==> config.mk <==
export PLATFORM = sky130hd
export DESIGN_NAME = sci_cmd_if
export DESIGN_NICKNAME = d
export VERILOG_FILES = /design/src/rtl/sci_pkg.sv /design/src/rtl/sci_cmd_if.sv
export SDC_FILE = /design/constraint.sdc
export NUM_CORES = 1
export LEC_CHECK = 0
export BUFFER_PORTS_ARGS = -buffer_cell sky130_fd_sc_hd__buf_2
export CAP_MARGIN = 20
export CORE_ASPECT_RATIO = 0.7
export CORE_MARGIN = 2
export CORE_UTILIZATION = 60
export DETAILED_ROUTE_END_ITERATION = 6
export GPL_TIMING_DRIVEN = 1
export PLACE_DENSITY_LB_ADDON = 0.3
export SLEW_MARGIN = 25
export SYNTH_ARGS = -nofsm -noshare
export SYNTH_HDL_FRONTEND = slang
export SYNTH_SLANG_ARGS = --single-unit
==> constraint.sdc <==
create_clock -name i_clk -period 13.2 [get_ports i_clk]
set_input_delay 0.66 -clock i_clk [delete_from_list [all_inputs] [get_ports i_clk]]
set_output_delay 0.66 -clock i_clk [all_outputs]
set_load 0.05 [all_outputs]
==> src/rtl/sci_pkg.sv <==
// Constants and types shared by the sensor command interface.
// Assumes a single system clock; all pins are synchronised inside the block.
package sci_pkg;
    // Upper nibble of the first command byte
    localparam logic [3:0] OP_BURST  = 4'h1;
    localparam logic [3:0] OP_WATCH  = 4'h2;
    localparam logic [3:0] OP_SINGLE = 4'h3;
    localparam logic [3:0] OP_FETCH  = 4'h4;
    localparam logic [3:0] OP_RREAD  = 4'h5;
    localparam logic [3:0] OP_RWRITE = 4'h6;
    localparam logic [3:0] OP_LEAVE  = 4'h8;
    localparam logic [3:0] OP_RECALL = 4'hD;
    localparam logic [3:0] OP_STORE  = 4'hE;
    localparam logic [3:0] OP_RESET  = 4'hF;
    // Full single-byte commands
    localparam logic [7:0] CMD_LEAVE  = 8'h80;
    localparam logic [7:0] CMD_RECALL = 8'hD0;
    localparam logic [7:0] CMD_STORE  = 8'hE0;
    localparam logic [7:0] CMD_RESET  = 8'hF0;
    // Command lengths in bytes
    localparam logic [2:0] LEN_ONE    = 3'h1;
    localparam logic [2:0] LEN_RREAD  = 3'h2;
    localparam logic [2:0] LEN_RWRITE = 3'h4;
    // Interface lock field: upper bit forces, lower bit picks the bus
    localparam int LOCK_FORCE = 1;
    localparam int LOCK_I2C   = 0;
    // Mode masks in status order burst, watch, single
    localparam logic [2:0] MODE_BURST  = 3'h4;
    localparam logic [2:0] MODE_WATCH  = 3'h2;
    localparam logic [2:0] MODE_SINGLE = 3'h1;
    localparam logic [6:0] I2C_ADDR_DEF = 7'h0C;
    // Response: status byte plus up to four words
    localparam int RSP_W = 72;

    // Two-wire slave states
    typedef enum logic [6:0] {
        I2_IDLE  = 7'h01,
        I2_ADDR  = 7'h02,
        I2_AACK  = 7'h04,
        I2_WBYTE = 7'h08,
        I2_WACK  = 7'h10,
        I2_RBYTE = 7'h20,
        I2_RACK  = 7'h40
    } sci_i2c_t;

    // Whole register state of the interpreter
    typedef struct packed {
        logic [1:0]       cs_s;
        logic [1:0]       sck_s;
        logic [1:0]       sdi_s;
        logic [1:0]       scl_s;
        logic [1:0]       sda_s;
        logic [1:0]       trg_s;
        logic             cs_p;
        logic             sck_p;
        logic             scl_p;
        logic             sda_p;
        logic             trg_p;
        logic [7:0]       ssh;
        logic [2:0]       sbit;
        logic             sdo;
        logic             sresp;
        sci_i2c_t         ist;
        logic [7:0]       ish;
        logic [3:0]       ibit;
        logic             irw;
        logic             sda_drv;
        logic [7:0]       op;
        logic [23:0]      args;
        logic [2:0]       nbyte;
        logic             done;
        logic             lk_set;
        logic             lk_i2c;
        logic [RSP_W-1:0] rsp;
        logic             fresh;
        logic             pend;
        logic             burst;
        logic             watch;
        logic             single;
        logic             rs;
        logic [3:0]       axis;
        logic             start;
        logic             leave;
        logic             recall;
        logic             store;
        logic             srst;
        logic             taken;
        logic             re;
        logic             we;
        logic [5:0]       addr;
        logic [15:0]      wdata;
    } sci_state_t;
endpackage

==> src/rtl/sci_cmd_if.sv <==
// Command interpreter of a three-axis field sensor: SPI and two-wire slave.
// Assumes measurement engine, register file and nonvolatile memory outside.
//
// Contract
// - Chip select low is SPI, high is two-wire.
// - First complete command other than reset (F0), even a rejected one, locks bus unless forced.
// - Every command but reset yields status.
// - Two-wire acknowledges every command byte.
// - Decode ten command opcodes from first byte.
// - Nibble picks axes; zero uses default.
// - Status byte first, fixed bit layout.
// - Rejected mode command clears its mode bit.
// - Single flag from command or trigger pin.
// - Double fault: error, reject all but reset.
// - Reading results while not ready flags error.
// - Reset-seen set after reset, cleared once read.
// - Length code gives two times plus two.
// - Half-duplex SPI up to ten megahertz.
// - SPI mode three, select active low.
// - Bytes and words sent most significant first.
// - Mode, exit, recall, store: status only.
// - Reset command warm-resets, next status shows it.
// - Results in order T, X, Y, Z, skipping.
`timescale 1ns/10ps
module sci_cmd_if #(
    parameter logic [6:0] P_I2C_ADDR = sci_pkg::I2C_ADDR_DEF
) (
    input  wire logic        i_clk,
    input  wire logic        i_sys_rst,
    input  wire logic        i_protocol_select_n,
    input  wire logic        i_sck,
    input  wire logic        i_sdi,
    output logic             o_sdo,
    output logic             o_sdo_oe_n,
    input  wire logic        i_scl,
    input  wire logic        i_sda,
    output logic             o_sda_o,
    output logic             o_sda_oe_n,
    input  wire logic [1:0]  i_interface_lock_field,
    input  wire logic [3:0]  i_burst_sel,
    input  wire logic        i_trigger_pin,
    input  wire logic        i_trig_en,
    input  wire logic        i_single_done,
    input  wire logic        i_result_ready_flag,
    input  wire logic        i_ecc_double,
    input  wire logic        i_corrected_bit_flag,
    input  wire logic [15:0] i_meas_t,
    input  wire logic [15:0] i_meas_x,
    input  wire logic [15:0] i_meas_y,
    input  wire logic [15:0] i_meas_z,
    input  wire logic [15:0] i_reg_rdata,
    output logic             o_burst_active,
    output logic             o_change_watch_active_flag,
    output logic             o_single_active_flag,
    output logic             o_reset_seen_flag,
    output logic [3:0]       o_axis_sel,
    output logic             o_start,
    output logic             o_leave,
    output logic             o_nv_recall,
    output logic             o_nv_store,
    output logic             o_soft_reset,
    output logic             o_results_taken,
    output logic             o_reg_re,
    output logic             o_reg_we,
    output logic [5:0]       o_reg_addr,
    output logic [15:0]      o_reg_wdata
);
    sci_pkg::sci_state_t r;
    sci_pkg::sci_state_t n;

    logic        cs;
    logic        spi_ok;
    logic        i2c_ok;
    logic        bv;
    logic        bi2c;
    logic [7:0]  bdat;
    logic        tx_sh;
    logic        exec;
    logic [7:0]  first;
    logic [23:0] argv;
    logic [2:0]  need;
    logic [3:0]  sel;
    logic        rej;
    logic        ferr;
    logic        rt;
    logic [2:0]  expm;
    logic [2:0]  modes;
    logic [1:0]  dlen;
    logic [2:0]  k;
    logic [63:0] dat;
    logic [63:0] mv;
    logic        busy;

    // Next-state logic for both slaves and the interpreter
    always_comb begin
        n     = r;
        bv    = 1'b0;
        bi2c  = 1'b0;
        bdat  = 8'h00;
        tx_sh = 1'b0;
        exec  = 1'b0;
        rej   = 1'b0;
        ferr  = 1'b0;
        rt    = 1'b0;
        expm  = 3'h0;
        dlen  = 2'h0;
        k     = 3'h0;
        dat   = 64'h0;
        mv    = {i_meas_z, i_meas_y, i_meas_x, i_meas_t};
        busy  = r.burst | r.watch;
        cs    = r.cs_s[1];
        // Pulses last one cycle
        n.start  = 1'b0;
        n.leave  = 1'b0;
        n.recall = 1'b0;
        n.store  = 1'b0;
        n.srst   = 1'b0;
        n.taken  = 1'b0;
        n.re     = 1'b0;
        n.we     = 1'b0;
        // Pin synchronisers, second stage feeds the edge history
        n.cs_s  = {r.cs_s[0], i_protocol_select_n};
        n.sck_s = {r.sck_s[0], i_sck};
        n.sdi_s = {r.sdi_s[0], i_sdi};
        n.scl_s = {r.scl_s[0], i_scl};
        n.sda_s = {r.sda_s[0], i_sda};
        n.trg_s = {r.trg_s[0], i_trigger_pin};
        n.cs_p  = r.cs_s[1];
        n.sck_p = r.sck_s[1];
        n.scl_p = r.scl_s[1];
        n.sda_p = r.sda_s[1];
        n.trg_p = r.trg_s[1];

        // Which bus may carry commands
        if (i_interface_lock_field[sci_pkg::LOCK_FORCE]) begin
            spi_ok = !i_interface_lock_field[sci_pkg::LOCK_I2C];
            i2c_ok = i_interface_lock_field[sci_pkg::LOCK_I2C];
        end else begin
            spi_ok = !r.lk_set || !r.lk_i2c;
            i2c_ok = !r.lk_set || r.lk_i2c;
        end

        // SPI slave, mode 3: sample on rise, shift out on fall
        if (!cs) begin
            n.sda_drv = 1'b0;
            n.ist     = sci_pkg::I2_IDLE;
            if (r.cs_p) begin
                n.nbyte = 3'h0;
                n.done  = !spi_ok;
                n.sresp = 1'b0;
                n.sbit  = 3'h0;
            end else begin
                if (r.sck_s[1] && !r.sck_p) begin
                    n.ssh  = {r.ssh[6:0], r.sdi_s[1]};
                    n.sbit = r.sbit + 3'h1;
                    if (r.sbit == 3'h7) begin
                        bv   = 1'b1;
                        bdat = {r.ssh[6:0], r.sdi_s[1]};
                    end
                end
                if (!r.sck_s[1] && r.sck_p && r.sresp) begin
                    n.sdo = r.rsp[sci_pkg::RSP_W-1];
                    tx_sh = 1'b1;
                end
            end
        end else if (r.scl_s[1] && r.scl_p && r.sda_p && !r.sda_s[1]) begin
            // Start or repeated start
            n.ist     = sci_pkg::I2_ADDR;
            n.ibit    = 4'h0;
            n.sda_drv = 1'b0;
        end else if (r.scl_s[1] && r.scl_p && !r.sda_p && r.sda_s[1]) begin
            // Stop releases the line
            n.ist     = sci_pkg::I2_IDLE;
            n.sda_drv = 1'b0;
        end else if (r.scl_s[1] && !r.scl_p) begin
            // Clock rise: sample address or data, or master ack
            if (r.ist == sci_pkg::I2_ADDR || r.ist == sci_pkg::I2_WBYTE) begin
                n.ish  = {r.ish[6:0], r.sda_s[1]};
                n.ibit = r.ibit + 4'h1;
            end else if (r.ist == sci_pkg::I2_RACK && r.sda_s[1]) begin
                n.ist = sci_pkg::I2_IDLE;
            end
        end else if (!r.scl_s[1] && r.scl_p) begin
            // Clock fall: drive ack or next read bit
            unique case (r.ist)
                sci_pkg::I2_IDLE: begin
                end
                sci_pkg::I2_ADDR: begin
                    if (r.ibit == 4'h8) begin
                        if (r.ish[7:1] == P_I2C_ADDR && i2c_ok) begin
                            n.sda_drv = 1'b1;
                            n.irw     = r.ish[0];
                            n.ist     = sci_pkg::I2_AACK;
                            if (!r.ish[0]) begin
                                n.nbyte = 3'h0;
                                n.done  = 1'b0;
                            end
                        end else begin
                            n.ist = sci_pkg::I2_IDLE;
                        end
                    end
                end
                sci_pkg::I2_AACK: begin
                    n.ibit = 4'h0;
                    n.ist  = sci_pkg::I2_WBYTE;
                    n.sda_drv = 1'b0;
                    if (r.irw) begin
                        n.ist     = sci_pkg::I2_RBYTE;
                        n.sda_drv = !r.rsp[sci_pkg::RSP_W-1];
                        n.ibit    = 4'h1;
                        tx_sh     = 1'b1;
                    end
                end
                sci_pkg::I2_WBYTE: begin
                    if (r.ibit == 4'h8) begin
                        bv        = 1'b1;
                        bi2c      = 1'b1;
                        bdat      = r.ish;
                        n.sda_drv = 1'b1;
                        n.ist     = sci_pkg::I2_WACK;
                    end
                end
                sci_pkg::I2_WACK: begin
                    n.sda_drv = 1'b0;
                    n.ibit    = 4'h0;
                    n.ist     = sci_pkg::I2_WBYTE;
                end
                sci_pkg::I2_RBYTE: begin
                    if (r.ibit == 4'h8) begin
                        n.sda_drv = 1'b0;
                        n.ist     = sci_pkg::I2_RACK;
                    end else begin
                        n.sda_drv = !r.rsp[sci_pkg::RSP_W-1];
                        n.ibit    = r.ibit + 4'h1;
                        tx_sh     = 1'b1;
                    end
                end
                sci_pkg::I2_RACK: begin
                    n.ist     = sci_pkg::I2_RBYTE;
                    n.sda_drv = !r.rsp[sci_pkg::RSP_W-1];
                    n.ibit    = 4'h1;
                    tx_sh     = 1'b1;
                end
                default: begin
                    n.ist     = sci_pkg::I2_IDLE;
                    n.sda_drv = 1'b0;
                end
            endcase
        end

        // Byte assembly into a command
        first = (r.nbyte == 3'h0) ? bdat : r.op;
        argv  = {r.args[15:0], bdat};
        if (first[7:4] == sci_pkg::OP_RREAD) begin
            need = sci_pkg::LEN_RREAD;
        end else if (first[7:4] == sci_pkg::OP_RWRITE) begin
            need = sci_pkg::LEN_RWRITE;
        end else begin
            need = sci_pkg::LEN_ONE;
        end
        sel = (first[3:0] == 4'h0) ? i_burst_sel : first[3:0];
        if (bv && !r.done) begin
            if (r.nbyte == 3'h0) begin
                n.op = bdat;
            end else begin
                n.args = argv;
            end
            n.nbyte = r.nbyte + 3'h1;
            exec    = (r.nbyte + 3'h1) == need;
            n.done  = exec;
        end

        // Trigger pin and measurement completion
        if (r.single && i_single_done) begin
            n.single = 1'b0;
        end
        if (r.trg_s[1] && !r.trg_p && i_trig_en) begin
            n.single = 1'b1;
        end

        // Command execution
        if (exec) begin
            if (!r.lk_set) begin
                n.lk_set = 1'b1;
                n.lk_i2c = bi2c;
            end
            rej = i_ecc_double && first != sci_pkg::CMD_RESET;
            unique case (first[7:4])
                sci_pkg::OP_BURST:  expm = sci_pkg::MODE_BURST;
                sci_pkg::OP_WATCH:  expm = sci_pkg::MODE_WATCH;
                sci_pkg::OP_SINGLE: expm = sci_pkg::MODE_SINGLE;
                sci_pkg::OP_FETCH: begin
                    ferr = !i_result_ready_flag || sel == 4'h0;
                    n.taken = !rej;
                    // Pack selected results T, X, Y, Z
                    for (int i = 0; i < 4; i++) begin
                        if (sel[i]) begin
                            dat[63 - 16 * k -: 16] = mv[16 * i +: 16];
                            k = k + 3'h1;
                        end
                    end
                    dlen = 2'(k - 3'h1);
                end
                sci_pkg::OP_RREAD: begin
                    n.re   = !rej;
                    n.pend = !rej;
                    n.addr = argv[7:2];
                end
                sci_pkg::OP_RWRITE: begin
                    n.we    = !rej;
                    n.addr  = argv[7:2];
                    n.wdata = argv[23:8];
                end
                sci_pkg::OP_LEAVE: begin
                    rej = rej || first != sci_pkg::CMD_LEAVE;
                    if (!rej) begin
                        n.burst  = 1'b0;
                        n.watch  = 1'b0;
                        n.single = 1'b0;
                        n.leave  = 1'b1;
                    end
                end
                sci_pkg::OP_RECALL: begin
                    rej = rej || first != sci_pkg::CMD_RECALL || busy || r.single;
                    n.recall = !rej;
                end
                sci_pkg::OP_STORE: begin
                    rej = rej || first != sci_pkg::CMD_STORE || busy || r.single;
                    n.store = !rej;
                end
                sci_pkg::OP_RESET: begin
                    rt  = first == sci_pkg::CMD_RESET;
                    rej = !rt;
                end
                default: rej = 1'b1;
            endcase
            // Mode start, refused while an automatic mode runs
            if (expm != 3'h0) begin
                rej = rej || busy;
                if (!rej) begin
                    n.burst  = r.burst | expm[2];
                    n.watch  = r.watch | expm[1];
                    n.single = n.single | expm[0];
                    n.axis   = sel;
                    n.start  = 1'b1;
                end
            end
            // Status byte, rejected mode bit forced low
            modes = {n.burst, n.watch, n.single} & ~(rej ? expm : 3'h0);
            n.rsp = {modes, rej || ferr || i_ecc_double, i_corrected_bit_flag,
                     r.rs, dlen, dat};
            n.fresh = 1'b1;
            n.sresp = !bi2c;
            if (rt) begin
                n.burst  = 1'b0;
                n.watch  = 1'b0;
                n.single = 1'b0;
                n.lk_set = 1'b0;
                n.rs     = 1'b1;
                n.srst   = 1'b1;
                n.rsp    = '0;
                n.fresh  = 1'b0;
                n.sresp  = 1'b0;
            end
        end else begin
            modes = 3'h0;
        end

        // Register data is sampled in the cycle the read strobe is high
        if (r.pend) begin
            n.pend        = 1'b0;
            n.rsp[63:48]  = i_reg_rdata;
        end
        // Shift response; first status bit out clears reset-seen
        if (tx_sh) begin
            n.rsp = {n.rsp[sci_pkg::RSP_W-2:0], 1'b0};
            if (r.fresh) begin
                n.fresh = 1'b0;
                n.rs    = 1'b0;
            end
        end
    end

    // State register
    always_ff @(posedge i_clk) begin
        if (i_sys_rst) begin
            r        <= '0;
            r.cs_s   <= 2'h3;
            r.sck_s  <= 2'h3;
            r.scl_s  <= 2'h3;
            r.sda_s  <= 2'h3;
            r.cs_p   <= 1'b1;
            r.sck_p  <= 1'b1;
            r.scl_p  <= 1'b1;
            r.sda_p  <= 1'b1;
            r.ist    <= sci_pkg::I2_IDLE;
            r.rs     <= 1'b1;
        end else begin
            r <= n;
        end
    end

    // Outputs
    assign o_sdo                      = r.sdo;
    assign o_sdo_oe_n                 = !(r.sresp && !r.cs_s[1]);
    assign o_sda_o                    = 1'b0;
    assign o_sda_oe_n                 = !r.sda_drv;
    assign o_burst_active             = r.burst;
    assign o_change_watch_active_flag = r.watch;
    assign o_single_active_flag       = r.single;
    assign o_reset_seen_flag          = r.rs;
    assign o_axis_sel                 = r.axis;
    assign o_start                    = r.start;
    assign o_leave                    = r.leave;
    assign o_nv_recall                = r.recall;
    assign o_nv_store                 = r.store;
    assign o_soft_reset               = r.srst;
    assign o_results_taken            = r.taken;
    assign o_reg_re                   = r.re;
    assign o_reg_we                   = r.we;
    assign o_reg_addr                 = r.addr;
    assign o_reg_wdata                = r.wdata;
endmodule

## After elaboration in Yosys (flattened, before gate mapping)

Index checks and enable logic that the tools add are counted.

- Register bits after elaboration: 200
- Input bits: 99
- Output and inout port bits: 42
- Word-level logic and storage cells: 396

- Add/subtract/negate cells: 13
- Equality and inequality tests: 53
- Shift operators: 6
- Muxes and demuxes: 157
- Bitwise operators: 23
- Reductions and logical operators: 97

Operators by type and width:

| operator | number |
|---|---|
| $mux W64 | 8 |
| $shift A16 B34 Y79 const A | 3 |
| $shiftx A16 B34 Y79 | 3 |
| $bwmux W64 | 3 |
| $mux W73 | 2 |
| $mux W112 | 1 |
| $neg A32 Y34 | 3 |
| $mux W8 | 11 |
| $mux W16 | 5 |
| $mux W4 | 17 |
| $mux W3 | 21 |
| $mux W1 | 55 |
| $mux W7 | 7 |
| $pmux W7 S7 | 1 |
| $ne A8 B8 Y1 const B | 4 |
| $mux W2 | 15 |
| $sub A6 B7 Y8 const A | 3 |
| $logic_not A1 Y1 | 22 |
| $ne A3 B2 Y1 const B | 7 |
| $reduce_or A3 Y1 | 7 |
| $eq A4 B4 Y1 const B | 5 |
| $logic_and A1 B1 Y1 | 18 |
| $mux W6 | 3 |
| $not A1 Y1 | 17 |
| other kinds (52) | 108 |

## Depth between registers and ports, before layout

- Depth after elaboration: 33
- Depth in mapped cells: 20
- Gate-level depth less buffers: 16

## Worst setup path before layout

OpenSTA, ideal clock, no wires.

- Path type: register to register
- From: reg r[115] (netlist name)
- To: reg r[56] (netlist name)
- Library setup time: 91 ps
- Arrival time: 4333 ps
- Data required time: 13109 ps
- Slack: 8776 ps
- Cell stages (with the launch flop): 19
- Path buffers: 6
- Period minus slack after synthesis: 4424 ps
- Path through: dfxtp_1 -> inv_1 -> ha_1 -> nor2b_1 -> clkbuf_1 -> clkbuf_1 -> clkbuf_1 -> a21oi_1 -> a31oi_1 -> clkbuf_1 -> clkbuf_1 -> ha_1 -> clkbuf_1 -> inv_1 -> nor3_1 -> mux2i_1 -> a2111oi_1 -> a22oi_1 -> a311oi_1

- Longest elaborated chain between the ends: 24
- Elaborated cells between the ends (all ways): 53
- Classes of those cells: 9 x add/sub; 6 x eq/ne; 6 x shift; 30 x mux; 2 x reduce/logical

Ends and longest elaborated chain:

| item | line | RTL |
|---|---|---|
| start: declaration | sci_cmd_if.sv:68 | `sci_pkg::sci_state_t r;` |
| start signal: assignment | sci_cmd_if.sv:399 | `r <= n;` |
| $logic_not A3 Y1 | sci_cmd_if.sv:252 | `first = (r.nbyte == 3'h0) ? bdat : r.op;` |
| $mux W8 | - |  |
| $logic_not A4 Y1 | sci_cmd_if.sv:261 | `sel = (first[3:0] == 4'h0) ? i_burst_sel : first[3:0];` |
| $mux W4 | sci_cmd_if.sv:261 |  |
| $mux W1 | sci_cmd_if.sv:297 | `if (sel[i]) begin` |
| $mux W3 | sci_cmd_if.sv:288 | `unique case (first[7:4])` |
| $mux W3 | sci_cmd_if.sv:282 | `if (exec) begin` |
| $add A3 B1 Y3 or $sub A6 B7 Y8 (tied branches) | sci_cmd_if.sv:299, sci_cmd_if.sv:298 |  |
| [... 8 more ...] | - |  |
| $neg A32 Y34 or $mux W64 (tied branches) | sci_cmd_if.sv:298, sci_cmd_if.sv:288 |  |
| $shiftx A16 B34 Y79, or another cell as far along | sci_cmd_if.sv:298 | `dat[63 - 16 * k -: 16] = mv[16 * i +: 16];` |
| $bwmux W64 | sci_cmd_if.sv:298 |  |
| $mux W64 | sci_cmd_if.sv:297 |  |
| $mux W64 | sci_cmd_if.sv:288 |  |
| $mux W73 | sci_cmd_if.sv:354 | `if (rt) begin` |
| $mux W112 (*) | sci_cmd_if.sv:282 |  |
| $mux W73 (*) | sci_cmd_if.sv:375 | `if (tx_sh) begin` |

Mark *: on every way between the ends. The rest lies on a longest branch, timed or not. The select of a mux whose other input is x is not followed.
A chain may end at the register's enable or synchronous reset.

## Final worst setup path

- From: reg r[186] (netlist name)
- To: reg r[103] (netlist name)

- Longest elaborated chain between the ends: 30
- Elaborated cells between the ends (all ways): 79
- Classes of those cells: 8 x add/sub; 6 x eq/ne; 6 x shift; 49 x mux; 10 x reduce/logical

Ends and longest elaborated chain:

| item | line | RTL |
|---|---|---|
| $logic_and A1 B1 Y1, or another cell as far along | sci_cmd_if.sv:183 | `end else if (!r.scl_s[1] && r.scl_p) begin` |
| $mux W8, or another cell as far along | sci_cmd_if.sv:183 |  |
| $mux W8 or $logic_and A1 B1 Y1 (tied branches) | sci_cmd_if.sv:175, sci_cmd_if.sv:171 |  |
| $mux W8 | sci_cmd_if.sv:171 | `end else if (r.scl_s[1] && r.scl_p && !r.sda_p && r.sda_s[1]) begin` |
| $mux W8 | sci_cmd_if.sv:166 | `end else if (r.scl_s[1] && r.scl_p && r.sda_p && !r.sda_s[1]) begin` |
| $mux W8 | sci_cmd_if.sv:144 | `if (!cs) begin` |
| $mux W8 | - |  |
| $logic_not A4 Y1 | sci_cmd_if.sv:261 |  |
| [... 14 more ...] | - |  |
| $shiftx A16 B34 Y79, or another cell as far along | sci_cmd_if.sv:298 |  |
| $bwmux W64 | sci_cmd_if.sv:298 |  |
| $mux W64 | sci_cmd_if.sv:297 |  |
| $mux W64 | sci_cmd_if.sv:288 |  |
| $mux W73 | sci_cmd_if.sv:354 |  |
| $mux W112 | sci_cmd_if.sv:282 |  |
| $mux W16 | sci_cmd_if.sv:370 | `if (r.pend) begin` |
| $mux W73 (*) | sci_cmd_if.sv:375 |  |

Marks and branches as above.

==> implementation parameters <==
Parameter                              Value

Outcome
  Run status ... completed

Global routing
  Global-route wire length before repair ... around 49000 microns
  Number of antenna violations at the first check in global routing ... 1
  Pin count of the biggest net entering global routing ... 88
  All-layer global routing usage ... 0.332
  Vias in the first global route ... 8986
  Remaining global-route overflow ... 0

Clocking
  Latest clock arrival within the worst-skew pair ... 440 ps
  Buffer cell driving the clock tree root ... sky130_fd_sc_hd__clkbuf_16
  Inserted Clock Buffers ... 17
  Clock tree buffer depth ... 2
  Clock H-tree levels ... 4
  CTS tree ... yes
  Worst-path clk slew ... about 80 ps
  Post-cts hold buffer count ... 0
  Clock Sinks ... 192
  Post_cts resized ... 0
  Buffer count from post-CTS setup fixing ... 0

Synth
  Number of synthesis warnings ... 0
  Post-synth top area share ... 0.367
  Gate count of the mapped netlist ... about 1400
  Netlist cell types ... 80
  Post-synthesis async set-or-reset flop share ... 0
  Register bit count reported by yosys ... around 190
  Sequential share of the synthesized area ... 0.367
  Net count of the mapped netlist ... between 1000 and 1500
  Mapped cell area ... about 10000 sq um
  Predominant post-synthesis flop cell ... sky130_fd_sc_hd__dfxtp_1
  Largest area contributor in the netlist ... sky130_fd_sc_hd__dfxtp_1
  Number of enable-type register cells in the synthesized netlist ... 0
  Average instance area after synthesis ... about 7.8 sq um
  Dominant cells by area after synthesis ... sky130_fd_sc_hd__dfxtp_1 37%, sky130_fd_sc_hd__a21oi_1 8.6%, sky130_fd_sc_hd__nand2_1 6.0%

Floorplanning
  Number of placed I/O pins ... around 140
  Standard-cell rows ... 40
  Overall die area ... roughly 19000 sq um
  Die height ... 115 microns
  Area of the core ... around 17000 sq um
  Initial Util ... 0.612
  Horizontal die dimension ... about 160 microns

Cells and area
  Antenna cell count ... 0
  Layout cells sized above 1 ... 0.166
  Most frequent cells in the layout ... 192 x sky130_fd_sc_hd__dfxtp_1, 178 x sky130_fd_sc_hd__a21oi_1, 168 x sky130_fd_sc_hd__nand2_1
  Total number of nets in the final design ... roughly 1500
  Area Overhead vs Synth ... 10.5%
  Most common library cell in the layout ignoring fill and taps ... sky130_fd_sc_hd__dfxtp_1
  Filler cells ... around 1500

STA
  Maximum clock frequency ... 0.186 GHz
  Fin crit period ... about 5400 ps
  Final critical-path setup slack ... roughly 7800 ps
  Fin Setup TNS ... 0 ps
  Final setup violation count ... 0
  Clock skew after layout ... between 10 and 15 ps
  Hold Violations, Final ... 0
  Setup repair after global routing missed its margin ... false
  Worst slew slack as a fraction of its limit ... 0.286
  Least-Margin Pin Slew ... 1070 ps
  Part of the cycle the worst path needs ... 0.408
  Number of pins exceeding their max-slew limit in the final report ... 0

Placed design
  Post-placement setup slack ... between 7000 and 8000 ps
  Last weighted congestion value of the routability-driven placer ... approximately 1.1
  Estimated wirelength of the detail-placed design ... 22400 microns
  Count of input and output buffers ... between 100 and 150

Critical path
  Master of the slowest instance on the critical path ... sky130_fd_sc_hd__a2111oi_4
  Flop2flop setup slack ... 7810 ps
  Max incr delay on CP ... 840 ps
  CP Buf/Inv Count ... 2
  Endpoint type of the worst setup path ... register
  Terminus of the critical flop-to-flop path ... r[103]
  Worst setup startpoint ... r[186]
  Endpoint arrival time on the critical path ... 5750 ps
  Reg2Reg Launch Point ... r[186]
  Dominant delay contributor by cell family on the critical path ... compound AO/OA/AOI/OAI gates
  Cells along the critical path ... inv_1 > ha_1 > nand3b_1 > a211oi_4 > a31oi_1 > o21ai_0 > a31o_2 > inv_1 > ha_1 > nand2_1 > mux2_2 > a2111oi_4 > a221o_1 > o21ai_0 > o22ai_1
  Logic depth of the worst register-to-register path ... 15
  Kind of start point of the critical path ... register
  Worst Setup Path Type ... register to register
  Max Fanout on Critical Path ... 35
  CP Capture Point ... r[103]
  Worst path depth ... 15
  Required time at the worst-slack endpoint ... ~14000 ps

Drt
  Average wire per standard cell ... roughly 19 microns
  Avg Vias per Cell ... between 6 and 7
  1st-iter DRT viols ... roughly 1400
  Number of nets still failing antenna checks after routing ... 0
  Via count ... between 10000 and 15000
  Post-route DRC ... 0
  Total routed wirelength ... 31300 microns
  DR pass1 iterations ... 6

Worst hold path
  Number of stages on the worst hold path ... 2
  Hold Crit Class ... primary input to register

Power and ir drop
  Max VDD drop ... ~0.08 mV
  Power density cells ... between 100 and 150 nW/um^2
  Total leakage power ... 4.26 nW

Flow run
  Maximum capacitance violations ... 0
==> synth_stat cells, drive strengths merged (4+ instances only) <==
cell / count
and3: 15
nor4b: 5
nor2: 115
nor2b: 16
a31o: 8
dfxtp: 192
or2: 19
o22ai: 33
mux2i: 29
a211o: 4
ha: 13
nand3: 53
nor3: 24
nand2: 168
nand3b: 5
and2: 5
a211oi: 38
or3: 11
a21oi: 182
clkbuf: 73
nand4: 10
o21ai: 40
a21boi: 20
a221o: 17
a22oi: 32
a31oi: 32
inv: 36
buf: 57
nand2b: 9
a21o: 20
a32oi: 17
xnor2: 5
==> state kept, by name (all words and copies together) (netlist names), 4 cells and up <==
register     flops
argv            16
r              126
o_reg_wdata     16
o_reg_addr       6
o_axis_sel       4
n               10
==> power breakdown <==
group | internal (W) | leakage [nW] | switching [W]
Sequential | 0.000581 | 1.55 | 0.00000269
Combinational | 0.0000325 | 2.41 | 0.0000657
Clock | 0.000265 | 0.302 | 0.000268
==> worst min-delay path by stage <==
stage	startpoint	endpoint	slack (ps)
global placement	n[192]	n[185]	390
detailed placement	n[192]	n[185]	400
CTS	i_sda	n[192]	400
finish	i_sck	n[198]	400
global route	i_sda	n[192]	400
floorplan	n[200]	cs	390
==> metal layers <==
metal  part of all wire  global-route usage  vias to the layer above
met5            0.00038                   0                        -
met4              0.018              0.0962                        2
met3               0.12              0.0953                       56
met2               0.41               0.452                      532
met1               0.45               0.502                     4775
li1                   -                   -                     4957
==> cell type report <==
cell class | instances | area (sq um) | share of cell area
multi-input combinational | 994 | 5880 | 0.508
sequential | 192 | 3840 | 0.332
timing repair buffer | 153 | 803 | 0.0694
clock buffer | 18 | 439 | 0.0379
tap | 231 | 289 | 0.0250
clock inverter | 14 | 183 | 0.0158
inverter | 36 | 135 | 0.0117
==> metrics by stage <==
step / utilization / std cells / power, W / hold WS (ps) / cell area (sq um)
finish: 0.676 / 1638 / 0.00121 / 401 / 11600
global route: 0.676 / 1638 / 0.00125 / 397 / 11600
CTS: 0.676 / 1638 / 0.00121 / 397 / 11600
detailed placement: 0.639 / 1606 / 0.000691 / 398 / 10900
global placement: 0.639 / 1606 / 0.000691 / 394 / 10900
floorplan: - / 1352 / 0.000651 / 389 / 10500
==> logic make-up (layout without fill, tap and decap cells) <==
family	count (synthesis)	count (layout)	share of synthesized area
AO/OA/AOI/OAI	476	476	0.298
XOR/XNOR	7	7	0.00657
adder cells (fa/ha/maj)	13	13	0.0155
buffers and inverters	166	221	0.0749
flip-flops	192	192	0.367
multiplexers	30	30	0.0288
other	1	1	0.000358
AND/OR/NAND/NOR	467	467	0.209
No activity file was read; power rests on OpenSTA's default activity.
